[src/design/bwt_pkg.sv]
// Constants and types shared by the board watchdog timer
//==============================================================
// Contract
// - Sixteen selectable timeout periods from 125 ms up to 4096 s.
// - Two-bit mode field picks timer only, reset, interrupt or dual stage.
// - Disabled after power-on; no countdown, interrupt or reset until enabled.
// - Once enabled, disable and mode changes are ignored until power cycle.
// - Writing one to retrigger restarts the countdown from the full period.
// - Every expiry sets the timeout flag, whatever the mode.
// - Timer-only expiry just sets flag; resume by clearing flag then retrigger.
// - Flag clears only on power cycle or write of one, not hard reset.
// - Reset mode expiry asserts a hard reset.
// - Interrupt mode expiry raises an interrupt without resetting the system.
// - Dual stage first expiry raises interrupt and restarts the countdown itself.
// - Dual stage second unserviced expiry, same period, asserts hard reset.
// - Dual stage retrigger after first expiry cancels second stage.
// - Carrier output line asserts on missed servicing, at first or second stage.
// - Carrier line stays asserted until a reset, then deasserts itself.
package bwt_pkg;
	//==============================================================
	// Register map and fields
	localparam int          ADDR_W     = 12;
	localparam int          DATA_W     = 32;
	localparam logic [11:0] OFS_CTRL   = 12'h000;
	localparam logic [11:0] OFS_STAT   = 12'h004;
	localparam logic [11:0] OFS_MASK   = 12'h008;
	localparam logic [11:0] OFS_LEFT   = 12'h00c;
	localparam int          SEL_LO     = 0;
	localparam int          SEL_W      = 4;
	localparam int          MODE_LO    = 4;
	localparam int          EN_BIT     = 6;
	localparam int          LINE_BIT   = 7;
	localparam int          RETRIG_BIT = 8;
	localparam int          FLAG_BIT   = 0;
	localparam int          IRQB_BIT   = 1;
	localparam int          STAGE_LO   = 4;
	localparam logic [1:0]  MASK_RST   = 2'h2;
	localparam logic [3:0]  SEL_RST    = 4'h0;
	//==============================================================
	// Timing
	localparam longint      CLK_NS      = 20;
	localparam longint      BASE_NS     = 125000000;
	localparam int          BASE_CYCLES = int'((BASE_NS + CLK_NS - 1) / CLK_NS);
	localparam longint      HRST_NS     = 1000;
	localparam int          HRST_CYCLES = int'((HRST_NS + CLK_NS - 1) / CLK_NS);
	//==============================================================
	// Types
	typedef enum logic [1:0] {
		BWT_TIMER = 2'h0,
		BWT_RESET = 2'h1,
		BWT_IRQ   = 2'h2,
		BWT_DUAL  = 2'h3
	} bwt_mode_t;
	typedef enum logic [2:0] {
		ST_OFF    = 3'h0,
		ST_COUNT  = 3'h1,
		ST_SECOND = 3'h2,
		ST_HALT   = 3'h3,
		ST_HRST   = 3'h4
	} bwt_stage_t;
	typedef struct packed {
		logic              psel;
		logic              penable;
		logic              pwrite;
		logic [ADDR_W-1:0] paddr;
		logic [DATA_W-1:0] pwdata;
	} bwt_apb_req_t;
	typedef struct packed {
		logic              pready;
		logic [DATA_W-1:0] prdata;
		logic              pslverr;
	} bwt_apb_rsp_t;
endpackage

[src/design/bwt_top.sv]
// Board watchdog timer with APB register access
`timescale 1ns/1ps
module bwt_top #(
	parameter int BASE_CYC = bwt_pkg::BASE_CYCLES,
	parameter int HRST_CYC = bwt_pkg::HRST_CYCLES,
	parameter int PRE_W    = 23,
	parameter int TICK_W   = 16
) (
	// Clock, reset, enable
	input  wire logic                  i_core_clk,
	input  wire logic                  i_reset,
	input  wire logic                  i_clk_en,
	// Register bus
	input  wire bwt_pkg::bwt_apb_req_t i_apb,
	output bwt_pkg::bwt_apb_rsp_t      o_apb,
	// System
	input  wire logic                  i_sys_reset,
	output logic                       o_hard_reset,
	output logic                       o_irq,
	output logic                       o_wdt_line
);
	import bwt_pkg::*;

	//==============================================================
	// State
	typedef struct packed {
		bwt_stage_t        stage;
		logic [SEL_W-1:0]  sel;
		bwt_mode_t         mode;
		logic              en;
		logic              line_sel;
		logic              flag;
		logic              irq_ev;
		logic [1:0]        mask;
		logic [PRE_W-1:0]  pre;
		logic [TICK_W-1:0] ticks;
		logic [15:0]       hrst;
		logic              line;
		logic [DATA_W-1:0] prdata;
		logic              slverr;
	} bwt_state_t;

	bwt_state_t s;
	bwt_state_t next_s;

	//==============================================================
	// Helpers
	// Last tick index of the selected period: 2**sel ticks of 125 ms
	function automatic logic [TICK_W-1:0] last_tick(input logic [SEL_W-1:0] sel);
		logic [TICK_W-1:0] one;
		one = {{(TICK_W-1){1'b0}}, 1'b1};
		last_tick = (one << sel) - one;
	endfunction

	function automatic logic mapped(input logic [ADDR_W-1:0] a);
		mapped = (a == OFS_CTRL) || (a == OFS_STAT) ||
			(a == OFS_MASK) || (a == OFS_LEFT);
	endfunction

	//==============================================================
	// Decode
	logic setup;
	logic acc_wr;
	logic wr_ctrl;
	logic wr_stat;
	logic wr_mask;
	logic retrig;
	logic counting;
	logic tick;
	logic expire;
	logic clr_flag;
	logic clr_irq;

	assign setup    = i_apb.psel & ~i_apb.penable;
	assign acc_wr   = i_apb.psel & i_apb.penable & i_apb.pwrite;
	assign wr_ctrl  = acc_wr & (i_apb.paddr == OFS_CTRL);
	assign wr_stat  = acc_wr & (i_apb.paddr == OFS_STAT);
	assign wr_mask  = acc_wr & (i_apb.paddr == OFS_MASK);
	assign clr_flag = wr_stat & i_apb.pwdata[FLAG_BIT];
	assign clr_irq  = wr_stat & i_apb.pwdata[IRQB_BIT];
	// Retrigger is ignored while off and while driving a hard reset
	assign retrig   = wr_ctrl & i_apb.pwdata[RETRIG_BIT] & s.en & (s.stage != ST_HRST);
	assign counting = (s.stage == ST_COUNT) || (s.stage == ST_SECOND);
	assign tick     = counting && (s.pre == PRE_W'(BASE_CYC - 1));
	assign expire   = tick && (s.ticks == last_tick(s.sel));

	//==============================================================
	// Next state
	always_comb begin
		next_s = s;

		// Prescaler and tick counter
		if (counting) begin
			next_s.pre = tick ? '0 : s.pre + PRE_W'(1);
			if (tick) begin
				next_s.ticks = expire ? '0 : s.ticks + TICK_W'(1);
			end
		end

		// Board reset clears the carrier line; a fresh expiry in the same cycle still sets it
		if (i_sys_reset) begin
			next_s.line = 1'b0;
		end

		// Expiry handling
		if (expire) begin
			case (s.mode)
				BWT_TIMER: begin
					next_s.stage = ST_HALT;
				end
				BWT_IRQ: begin
					next_s.stage = ST_HALT;
					next_s.irq_ev = 1'b1;
				end
				BWT_RESET: begin
					next_s.stage = ST_HRST;
					next_s.hrst = '0;
				end
				BWT_DUAL: begin
					if (s.stage == ST_COUNT) begin
						next_s.stage = ST_SECOND;
						next_s.irq_ev = 1'b1;
					end else begin
						next_s.stage = ST_HRST;
						next_s.hrst = '0;
					end
				end
				default: begin
					next_s.stage = ST_HALT;
				end
			endcase
			// Carrier line: first stage on any expiry, second only with reset
			if (!s.line_sel || next_s.stage == ST_HRST) begin
				next_s.line = 1'b1;
			end
		end

		// Hard reset pulse; our own state survives it, flag included
		if (s.stage == ST_HRST) begin
			if (s.hrst == 16'(HRST_CYC - 1)) begin
				next_s.stage = ST_COUNT;
				next_s.pre = '0;
				next_s.ticks = '0;
				next_s.line = 1'b0;
			end else begin
				next_s.hrst = s.hrst + 16'h1;
			end
		end

		// Control register
		if (wr_ctrl) begin
			next_s.sel = i_apb.pwdata[SEL_LO +: SEL_W];
			next_s.line_sel = i_apb.pwdata[LINE_BIT];
			// Mode and enable lock once set; taken together from one write
			if (!s.en) begin
				next_s.mode = bwt_mode_t'(i_apb.pwdata[MODE_LO +: 2]);
				next_s.en = i_apb.pwdata[EN_BIT];
				if (i_apb.pwdata[EN_BIT]) begin
					next_s.stage = ST_COUNT;
					next_s.pre = '0;
					next_s.ticks = '0;
				end
			end
		end

		// Retrigger beats a simultaneous expiry for stage, count and line; the flag and interrupt event below are still set
		if (retrig) begin
			if (s.stage != ST_HALT || !s.flag) begin
				next_s.stage = ST_COUNT;
				next_s.pre = '0;
				next_s.ticks = '0;
				next_s.line = s.line & ~i_sys_reset;
			end
		end

		// Sticky status, write one to clear, set wins
		next_s.flag = (s.flag & ~clr_flag) | expire;
		next_s.irq_ev = (s.irq_ev & ~clr_irq) | (next_s.irq_ev & ~s.irq_ev) |
			(expire & (s.mode == BWT_IRQ || (s.mode == BWT_DUAL && s.stage == ST_COUNT)));
		if (wr_mask) begin
			next_s.mask = i_apb.pwdata[1:0];
		end

		// Read data captured in the setup cycle
		if (setup) begin
			next_s.slverr = ~mapped(i_apb.paddr);
			next_s.prdata = '0;
			case (i_apb.paddr)
				OFS_CTRL: begin
					next_s.prdata[SEL_LO +: SEL_W] = s.sel;
					next_s.prdata[MODE_LO +: 2] = s.mode;
					next_s.prdata[EN_BIT] = s.en;
					next_s.prdata[LINE_BIT] = s.line_sel;
				end
				OFS_STAT: begin
					next_s.prdata[FLAG_BIT] = s.flag;
					next_s.prdata[IRQB_BIT] = s.irq_ev;
					next_s.prdata[STAGE_LO +: 3] = s.stage;
				end
				OFS_MASK: begin
					next_s.prdata[1:0] = s.mask;
				end
				OFS_LEFT: begin
					next_s.prdata[TICK_W-1:0] = last_tick(s.sel) - s.ticks;
				end
				default: begin
					next_s.prdata = '0;
				end
			endcase
		end
	end

	//==============================================================
	// Registers
	always_ff @(posedge i_core_clk or posedge i_reset) begin
		if (i_reset) begin
			s <= '{
				stage: ST_OFF,
				sel: SEL_RST,
				mode: BWT_TIMER,
				en: 1'b0,
				line_sel: 1'b0,
				flag: 1'b0,
				irq_ev: 1'b0,
				mask: MASK_RST,
				pre: '0,
				ticks: '0,
				hrst: '0,
				line: 1'b0,
				prdata: '0,
				slverr: 1'b0
			};
		end else if (i_clk_en) begin
			s <= next_s;
		end
	end

	//==============================================================
	// Outputs
	// Zero wait states; a frozen clock enable stretches the access
	assign o_apb.pready  = i_clk_en;
	assign o_apb.prdata  = s.prdata;
	assign o_apb.pslverr = s.slverr & i_apb.psel & i_apb.penable;
	assign o_hard_reset  = (s.stage == ST_HRST);
	assign o_irq         = |({s.irq_ev, s.flag} & s.mask);
	assign o_wdt_line    = s.line;
endmodule

[config.mk]
export PLATFORM = sky130hd
export DESIGN_NAME = bwt_top
export DESIGN_NICKNAME = d
export VERILOG_FILES = /design/src/design/bwt_pkg.sv /design/src/design/bwt_top.sv
export SDC_FILE = /design/constraint.sdc
export NUM_CORES = 1
export LEC_CHECK = 0
export ABC_AREA = 1
export BUFFER_PORTS_ARGS = -buffer_cell sky130_fd_sc_hd__buf_2
export CAP_MARGIN = 20
export CORE_UTILIZATION = 59
export DETAILED_ROUTE_END_ITERATION = 7
export PLACE_DENSITY = 0.81
export SYNTH_ARGS = -nofsm -noshare
export SYNTH_HDL_FRONTEND = slang
export SYNTH_SLANG_ARGS = --single-unit
[constraint.sdc]
create_clock -name i_core_clk -period 3.2 [get_ports i_core_clk]
set_input_delay 0.16 -clock i_core_clk [delete_from_list [all_inputs] [get_ports i_core_clk]]
set_output_delay 0.16 -clock i_core_clk [all_outputs]
set_load 0.05 [all_outputs]
After elaboration in Yosys (flattened, before gate mapping):

Cells that the tools add are included.

* add/sub/neg operators: 5
* equal/unequal tests: 15
* shift operators: 1
* mux-type cells: 40
* bitwise gates (word level): 29
* reductions and logical operators: 20

Operator list (count)
* $mux W39: 7
* $mux W16: 4
* $mux W56: 1
* $add A16 B1 Y16 const B: 2
* $pmux W16 S2: 1
* $mux W3: 10
* $eq A12 B4 Y1 const B: 2
* $add A23 B1 Y23 const B: 1
* $eq A23 B23 Y1 const B: 1
* $mux W23: 1
* $and A1 B1 Y1: 18
* $pmux W3 S3: 2
* $mux W17: 1
* $eq A16 B16 Y1: 1
* $eq A16 B6 Y1 const B: 1
* $shl A1 B4 Y16 const A: 1
* $sub A16 B1 Y16 const B: 1
* $sub A16 B16 Y16: 1
* $eq A12 B3 Y1 const B: 1
* $logic_not A12 Y1: 1
* $mux W11: 1
* $mux W8: 1
* $pmux W2 S4: 1
* $logic_or A1 B1 Y1: 7
* 19 further kinds: 42

* bits in registers: 88
* logic and storage cells: 124

Longest topological paths before layout:

Gate-level depths: netlist of the first run.

* depth in word-level cells: 16
* depth in mapped cells: 22
* depth with buffers taken out: 22

Worst setup path before layout of the first run:

No wires, ideal clock.

* path kind: reg-to-reg
* from: register s[100] (netlist bit)
* to: register s[38] (netlist bit)
* setup time: 127 ps
* arrival: 2858 ps
* data required time: 3073 ps
* path slack: 215 ps
* stages on the path, launching flop included: 22
* path buffers: 0
* period minus slack after synthesis: 2985 ps
* cells stage by stage: dfrtp_1 -> nor2_1 -> inv_1 -> nor2_1 -> inv_1 -> ha_1 -> inv_1 -> a21oi_1 -> inv_1 -> a21oi_1 -> nand2_1 -> xor2_1 -> ha_1 -> nand2_1 -> nor2_1 -> nand3_1 -> nor2_2 -> nand4_4 -> nand2_2 -> nand2_4 -> nand2_1 -> o21ai_1

* word-level cells in the longest chain between the ends: 7

Ends and longest elaborated chain
* start: declaration: RTL line bwt_top.sv:43 `bwt_state_t s;`
* start signal: assignment: RTL line bwt_top.sv:217 `s <= '{`
* start signal: assignment: RTL line bwt_top.sv:234 `s <= next_s;`
* $shl A1 B4 Y16 (*): RTL line bwt_top.sv:52 `last_tick = (one << sel) - one;`
* $sub A16 B1 Y16 (*): RTL line bwt_top.sv:52
* $eq A16 B16 Y1 (*): RTL line bwt_top.sv:85 `assign expire = tick && (s.ticks == last_tick(s.sel));`
* $logic_and A1 B1 Y1 (*): RTL line bwt_top.sv:85
* $mux W17 (*): RTL line bwt_top.sv:106 `if (expire) begin`
* $mux W16: RTL line bwt_top.sv:140 `if (s.hrst == 16'(HRST_CYC - 1)) begin`
* $mux W56 (*): RTL line bwt_top.sv:139 `if (s.stage == ST_HRST) begin`

Every way passes the cells marked *; elsewhere a longest branch is shown, timed or not.
A chain may end at the register's enable or synchronous reset.

Worst setup path in the final report of the first run:

* from: register s[98] (netlist bit)
* to: register s[40] (netlist bit)

Same word-level chain as after synthesis.

==> impl_metrics.toml, run 1 <==
[routing]
wl_mm = 16.2
route.detailed.drc = 0
drtPass1Iterations = 6
routedWlPerCell_um = 13.8
drt_iter0_markers = 532
final_antenna_net_count = 0
via_per_inst = 5.50
via_count = 6460

[sta]
timing.final.crit_share_pct = 96.1
fin_crit_ps = 3080
finClkSkew_ps = 5.74
max-slew-margin-rel_pct = 48.4
maxSlewViolCount = 0
max_slew.worst_pin.slew_ps = 773
finalHoldViolCount = 0
finalSetupViolCount = 0
hold_ws_ps = 6.00
max_freq_ghz = 0.325

[worst_setup_path]
cpPeakStageDelay_ps = 440
cp-start-kind = "flip-flop"
crit_type = "flip-flop to flip-flop"
endpoint_kind = "flip-flop"
crit_arrival_ps = 3300
critPathMaxFanout = 9
worstPathCellList = "nor2_1, inv_1, nor2_1, inv_1, ha_1, inv_1, a21oi_4, buf_4, nand3b_1, o21ai_0, ha_1, nand2_1, nor2_2, inv_1, nor2_2, buf_4, nand4_4, nand2_2, nand2_4, nand2_1, o21ai_1"
required_ps = 3430
path_common_cell = "inv_1"
path_buf_inv = 6
critical_path.top_delay_family = "simple AND/OR/NAND/NOR gates"
crit_slowest_cell = "dfrtp_2"

[placed_design]
place_hpwl_mm = 11.9
io_buffers = 48
placed_area_mm2 = 0.00701
routabilityCongestion = 0.920

[layout]
nets = 1102
final_common_cell = "nand2_1"
diodes = 0
syn2layout_area_growth_pct = 10.6
fin_area_mm2 = 0.00744
drive_gt1_share_pct = 14.1
final_cell_mix = "nand2_1 (273), inv_1 (114), nor2_1 (93)"

[floorplanning]
die_h_um = 109
initial_utilization_pct = 61.3
placementRows = 38
die_x_um = 109
fp.dieArea_mm2 = 0.0118
coreArea_mm2 = 0.0110
ios = 88

[synthesis]
synth-simple-area-share_pct = 35.5
yosys.area_share.adder_pct = 4.02
synth_top_family_by_area = "simple AND/OR/NAND/NOR gates"
synth_mux_area_share_pct = 0
yosys-top-cells-area = "dfrtp_1 (32%), nand2_1 (15%), inv_1 (6.4%)"
synth_cell_types = 48
yosys.area.top_type = "dfrtp_1"
yosys.area_share.xor_xnor_pct = 4.69
yosys_warnings = 0
synth_edf_count = 0
synth.avg_cell_area_um2 = 6.88
synth_ff_type = "dfrtp_1"
synth_area_mm2 = 0.00673
netlist.area_leader.share_pct = 32.4
synth-seq-cells = 88
synth-compound-area-share_pct = 11.3
synthCells = 978
synth_async_sr_flop_share_pct = 100
synth-seq-area-share_pct = 32.8

[cts]
cts_max_path_buffers = 2
numCtsBuffers = 9
h-tree-depth = 3
cts_sinks = 88
cts_root_buf = "clkbuf_16"
path_clk_slew_ps = 70
clk_latency_ps = 350
cts_tree = "built"

[global_route]
grt.overflow.total = 0
grt_max_degree = 45
grt_antenna_before_repair = 0
grt_pass1_vias = 5879
grtUsageTotal_pct = 29.2
grt_pass1_wl_mm = 27.1

[flow_run]
max_cap_viol_count = 0

[power_and_ir_drop]
vdd_drop_max_mv = 0.326
power_density_mw_per_mm2 = 417
p_leak_uw = 0.00367

[worst_hold_path]
holdCritPathClass = "input port to flip-flop"

[outcome]
status = "finished clean"
state kept, by name, indices dropped and copies added (netlist names):
register / count
o_wdt_line: 1
s: 71
o_apb: 16
routing by layer:
metal  routed length, um  GRT usage [%]
met5                   0              0
met4                 415           12.9
met3                 975           3.41
met2                7370           46.1
met1                7470           40.4
area by class of cell:
cell class / count / area [um2]
multi-input combinational: 735 / 3830
fill: 952 / 3540
sequential: 88 / 2200
inverter: 126 / 477
timing repair buffer: 70 / 408
clock buffer: 9 / 225
tap: 140 / 175
clock inverter: 7 / 119
cell usage after synthesis (2+ instances only):
library cell / instances
nand3_4: 2
a21o_1: 2
nand2_4: 3
nand3_1: 60
nand3_2: 5
nor2_2: 15
nor3_4: 2
o31ai_1: 3
nor2_1: 96
buf_2: 3
o21ai_1: 20
a31oi_1: 4
nand3b_1: 4
xnor2_1: 7
o21bai_1: 5
o21ai_0: 62
nor3_1: 19
nand4_1: 27
and3_1: 2
nand2_2: 6
o22ai_1: 11
buf_6: 2
o211ai_1: 2
clkbuf_1: 6
xor2_1: 29
o21a_1: 3
inv_2: 10
a21oi_1: 22
buf_4: 33
dfrtp_1: 87
ha_1: 20
inv_1: 115
nor2_4: 3
nand2_1: 274
path summary, 6_finish.rpt:
kind	depth (start not counted)	slack, ps	end	startpoint
setup reg to reg	21	120	s[40]	s[98]
min in group asynchronous	3	480	s[73]	i_reset
hold / removal	3	6	s[93]	i_apb[7]
max in group asynchronous	4	1900	s[98]	i_reset
setup / recovery	21	120	s[40]	s[98]
hold reg to reg	2	480	o_apb[13]	o_apb[13]
tightest hold or removal path: cells and delay by family:
| family | cells | cell delay [ps] |
|---|---|---|
| buffers and inverters | 1 | 70 |
| and+or+nand+nor | 2 | 90 |
per-stage QoR:
stage / setup TNS (ps) / utilization (%) / instances / setup slack [ps] / total power, uW
2_1_floorplan: 0 / - / 993 / 215 / 1750
3_3_place_gp: 0 / 63.9 / 1153 / 31.7 / 1860
3_5_place_dp: -178 / 63.9 / 1153 / -35.6 / 1870
4_1_cts: 0 / 67.1 / 1170 / 52.2 / 3100
5_1_grt: -282 / 67.7 / 1175 / -49.5 / 3240
6_report: 0 / 67.7 / 1175 / 125 / 3100
what timing repair did:
item,CTS,global route
buffers inserted,0,5
hold buffers,1,0
setup endpoints to repair,17,45
gates resized for setup,1,8
pin swaps,0,2
cloned,0,0
hold endpoints to repair,41,0
logic make-up (layout without fill, tap and decap cells):
family,Yosys count,in the layout
compound gates,138,138
xor+xnor,36,36
fa+ha+maj,21,21
buf+inv,170,212
flops,88,88
other cells,1,16
simple gates,524,524
report_power, final:
part	leakage [uW]	total (uW)	internal [uW]	switching, uW
clock network	0.000162	1230	765	470
registers	0.00115	1260	1180	73.3
logic	0.00236	613	193	420
total	0.00367	3100	2140	964
(Power assumes the default switching activity.)
==> run 2: changes to the inputs <==
CORE_UTILIZATION = 60   (was 59)
CTS_BUF_LIST = sky130_fd_sc_hd__clkbuf_4   (was default)
PLACE_DENSITY = 0.82   (was 0.81)
==> impl_metrics.toml, run 2 (synthesized netlist as in run 1, its figures left out) <==
[worst_setup_path]
crit_arrival_ps = 3420
required_ps = 3570
worstPathCellList = "nor2_1, inv_1, nor2_2, inv_1, ha_1, inv_1, a21oi_4, inv_1, a21oi_2, nand2_1, xor2_1, ha_1, nand2_1, nor2_1, nand3_1, nor2_2, buf_4, nand4_4, nand2_2, nand2_4, nand2_1, o21ai_1"
worst-r2r-setup-slack_ps = 150
crit-reg2reg-capture = "s[38]"
r2r_cells = 22
crit_type = "flip-flop to flip-flop"
timing.rr.start = "s[97]"
cp-start-kind = "flip-flop"
critPathMaxFanout = 9
endpoint_kind = "flip-flop"
cpPeakStageDelay_ps = 420
path_common_cell = "inv_1"
crit_slowest_cell = "dfrtp_1"

[power_and_ir_drop]
power_density_mw_per_mm2 = 334
vdd_drop_max_mv = 0.261
p_leak_uw = 0.00360

[placed_design]
place_hpwl_mm = 12.0
pre_cts_slack_ps = -55.9
io_buffers = 48
routabilityCongestion = 0.920

[layout]
syn2layout_area_growth_pct = 8.31
top_register = "s"
n_fill_cell = 968
nets = 1110
final_cell_mix = "nand2_1 (274), inv_1 (114), nor2_1 (90)"
largest_reg_flops = 71
drive_gt1_share_pct = 13.8
final_common_cell = "nand2_1"

[floorplanning]
die_h_um = 108
fp.dieArea_mm2 = 0.0116
initial_utilization_pct = 61.8
placementRows = 38
ios = 88
die_x_um = 108
coreArea_mm2 = 0.0109

[global_route]
grt_pass1_vias = 5794
grt.overflow.total = 0
grtUsageTotal_pct = 29.2
grt_antenna_before_repair = 1
grt_max_degree = 37
grt_pass1_wl_mm = 26.6

[sta]
timing.final.crit_share_pct = 95.4
max-slew-margin-rel_pct = 58.7
finalHoldViolCount = 0
hold_ws_ps = 33.0
max_freq_ghz = 0.327
setup-tns-final_ps = 0
finClkSkew_ps = 11.8
final.setup.worst_slack_ps = 146
maxSlewViolCount = 0
max_slew.worst_pin.slew_ps = 619
fin_crit_ps = 3050
finalSetupViolCount = 0

[routing]
via_per_inst = 5.45
via_count = 6447
route.detailed.drc = 0
routedWlPerCell_um = 13.6
drt_iter0_markers = 529
wl_mm = 16.1
final_antenna_net_count = 0
drtPass1Iterations = 5

[cts]
cts_root_buf = "clkbuf_4"
h-tree-depth = 3
cts_max_path_buffers = 2
path_clk_slew_ps = 140
cts_tree = "built"
clk_latency_ps = 480
cts_sinks = 88
numCtsBuffers = 9

[worst_hold_path]
hold_end = "o_apb[1]"
hold_depth = 4
holdCritPathClass = "input port to flip-flop"
hp-start = "i_apb[45]"

[flow_run]
max_cap_viol_count = 0

[outcome]
status = "finished clean"
-- run 2: worst max path at each step --
stage / from / endpoint / slack, ps / cells past startpoint
finish: s[97] / s[38] / 150 / 22
detailed placement: s[97] / s[39] / -60 / 22
floorplan: s[100] / s[38] / 220 / 21
global placement: s[97] / s[44] / 40 / 19
CTS: s[100] / s[39] / 10 / 22
global route: s[97] / s[39] / -60 / 22
-- run 2: critical path, delay by kind of cell (launching register included) --
family	cells	cell delay [ps]
adder cells (fa/ha/maj)	2	470
flip-flops	1	420
buffers and inverters	5	470
XOR/XNOR	1	150
AND/OR/NAND/NOR	11	1030
AO/OA/AOI/OAI	3	390
-- run 2: report_power, final --
part           internal (uW)  switching, uW  total, uW
Combinational            202            422        624
Clock                    152            404        556
Sequential              1180           74.7       1260
Total                   1540            902       2440
-- run 2: per-stage QoR --
stage | area (um2) | util [%] | total power [uW] | std cells
2_1_floorplan | 6780 | - | 1750 | 993
3_3_place_gp | 7010 | 64.4 | 1860 | 1153
3_5_place_dp | 7010 | 64.4 | 1880 | 1153
4_1_cts | 7220 | 66.3 | 2430 | 1179
5_1_grt | 7290 | 66.9 | 2570 | 1184
6_report | 7290 | 66.9 | 2440 | 1184
-- run 2: routing by layer --
layer	vias to the layer above	GRT usage, %	wire (um)
met5	-	0	0
met4	0	10.9	294
met3	24	4.60	944
met2	212	46.4	7450
met1	2967	40.1	7390
li1	3244	-	-
-- run 2: cell type report --
class | count | area [um2] | area share [%]
Inverter | 126 | 477 | 6.54
Timing Repair Buffer | 78 | 490 | 6.73
Antenna cell | 1 | 2.50 | 0.0343
Tap cell | 140 | 175 | 2.40
Sequential cell | 88 | 2200 | 30.2
Clock buffer | 9 | 67.6 | 0.927
Multi-Input combinational cell | 735 | 3830 | 52.6
Clock inverter | 7 | 38.8 | 0.532
-- run 2: what timing repair did --
| item | CTS | global route |
|---|---|---|
| pin swaps | 0 | 4 |
| setup endpoints to repair | 18 | 47 |
| resized for setup | 1 | 9 |
| buffers inserted | 0 | 4 |
| endpoints found under the hold margin | 43 | 0 |
| hold buffers | 10 | 0 |
==> run 3: changes to the inputs <==
SETUP_SLACK_MARGIN = 0.4   (was default)
==> impl_metrics.toml, run 3 (synthesized netlist as in run 1, its figures left out) <==
[sta]
finClkSkew_ps = 23.0
max_slew.worst_pin.slew_ps = 847
final.setup.worst_slack_ps = 245
setup-tns-final_ps = 0
timing.final.crit_share_pct = 92.4
finalHoldViolCount = 0
max_freq_ghz = 0.338
finalSetupViolCount = 0
fin_crit_ps = 2960
maxSlewViolCount = 0
max-slew-margin-rel_pct = 43.5
rsz0062_at_grt = "yes"

[layout]
final_common_cell = "nand2_1"
drive_gt1_share_pct = 19.8
final_cell_mix = "nand2_1 (265), inv_1 (108), dfrtp_1 (86)"
fin_area_mm2 = 0.00770
nets = 1122
diodes = 0
syn2layout_area_growth_pct = 14.4
top_register = "s"
largest_reg_flops = 71

[worst_setup_path]
required_ps = 3620
crit_slowest_cell = "dfrtp_1"
crit_type = "flip-flop to flip-flop"
timing.rr.start = "s[100]"
worstPathCellList = "nor2_4, inv_2, nor2_4, inv_2, ha_4, inv_4, a21oi_4, inv_2, a21oi_2, nand2_1, xor2_2, ha_4, nand2_4, inv_2, nand4_1, nor2_2, nand2_2, nor2_2, nand3_2, nand3_1, nand2_1"
critical_path.top_delay_family = "simple AND/OR/NAND/NOR gates"
cpPeakStageDelay_ps = 440
path_common_cell = "inv_2"
critPathMaxFanout = 7
path_buf_inv = 5
crit_arrival_ps = 3380
endpoint_kind = "flip-flop"
worstSetupStartpoint = "s[100]"
cp-start-kind = "flip-flop"

[power_and_ir_drop]
vdd_drop_max_mv = 0.276
p_leak_uw = 0.00373
power_density_mw_per_mm2 = 341

[routing]
via_count = 6710
route.detailed.drc = 0
wl_mm = 17.1
routedWlPerCell_um = 14.3
via_per_inst = 5.62
final_antenna_net_count = 0
drtPass1Iterations = 5
drt_iter0_markers = 501

[global_route]
grtUsageTotal_pct = 30.1
grt_pass1_wl_mm = 27.6
grt_pass1_vias = 5972
grt.overflow.total = 0
grt_antenna_before_repair = 0
grt_max_degree = 48

[cts]
cts_root_buf = "clkbuf_4"
cts_tree = "built"
cts_max_path_buffers = 2
h-tree-depth = 3
numCtsBuffers = 9
cts_sinks = 88
path_clk_slew_ps = 160
clk_latency_ps = 510

[floorplanning]
fp.dieArea_mm2 = 0.0116
die_x_um = 108
die_h_um = 108
placementRows = 38
ios = 88
coreArea_mm2 = 0.0109
initial_utilization_pct = 61.8

[placed_design]
routabilityCongestion = 0.940
place_hpwl_mm = 11.8
io_buffers = 48
placed_area_mm2 = 0.00698
pre_cts_slack_ps = 11.6

[flow_run]
max_cap_viol_count = 0

[worst_hold_path]
holdCritPathClass = "input port to flip-flop"
hp-start = "i_apb[45]"

[outcome]
status = "finished clean"
[run 3: cell count changes in the layout (fill, tap and decap cells not counted), sizes merged]
cell,before,now
clkinvlp,1,3
inv,125,127
nand2,283,284
buf,68,79
diode,1,0
bufinv,0,1
clkinv,7,2
[run 3: cell type report]
cell class | instances | area (um2)
Clock buffer | 9 | 67.6
Clock inverter | 7 | 78.8
Fill cell | 877 | 3190
Inverter | 126 | 479
Multi-Input combinational cell | 736 | 4080
Sequential cell | 88 | 2200
Tap cell | 140 | 175
Timing Repair Buffer | 89 | 608
[run 3: path summary, 6_finish.rpt]
path | to | slack (ps) | cells after the start
max in group asynchronous | s[66] | 2190 | 4
min in group asynchronous | s[42] | 310 | 3
hold reg to reg | o_apb[15] | 490 | 2
setup reg to reg | s[45] | 240 | 21
setup / recovery | s[45] | 240 | 21
hold / removal | o_apb[2] | 2 | 4
[run 3: power breakdown]
part / switching, uW / total (uW) / internal (uW)
combinational: 447 / 680 / 233
clock: 441 / 685 / 243
sequential: 75.4 / 1260 / 1180
total: 964 / 2620 / 1660
[run 3: metal layers]
metal  vias up  global-route usage, %  wire length (um)
met3        32                   5.75              1220
met2       275                   47.7              8090
met4         0                   8.22               304
met5         -                      0                 0
li1       3278                      -                 -
met1      3125                   42.1              7470
[run 3: metrics by stage]
| step | util (%) | total power [uW] | cells | hold slack (ps) |
|---|---|---|---|---|
| after CTS | 67.7 | 2560 | 1183 | 19.2 |
| after detailed placement | 64.1 | 1870 | 1144 | 345 |
| after global placement | 64.1 | 1850 | 1144 | 342 |
| after global routing | 70.7 | 2750 | 1195 | 50.0 |
| after floorplan | - | 1750 | 993 | 277 |
| final | 70.7 | 2620 | 1195 | 1.97 |
[run 3: worst register-to-register path, stage by stage, from the launching register on]
cell     delay, ps
dfrtp_1        440
nor2_4          90
inv_2           90
nor2_4          40
inv_2           50
ha_4           130
inv_4           40
a21oi_4        230
inv_2           60
a21oi_2        120
nand2_1         90
xor2_2         180
ha_4           310
nand2_4         80
inv_2          100
nand4_1        140
nor2_2         200
nand2_2        130
nor2_2         120
nand3_2         90
nand3_1        100
nand2_1         50
[run 3: what timing repair did]
action | CTS | global route
pin swaps | 14 | 29
resized for setup | 18 | 73
hold buffers | 10 | 0
endpoints found under the hold margin | 56 | 0
gates cloned | 1 | 0
setup endpoints to repair | 47 | 50
buffers inserted | 12 | 12
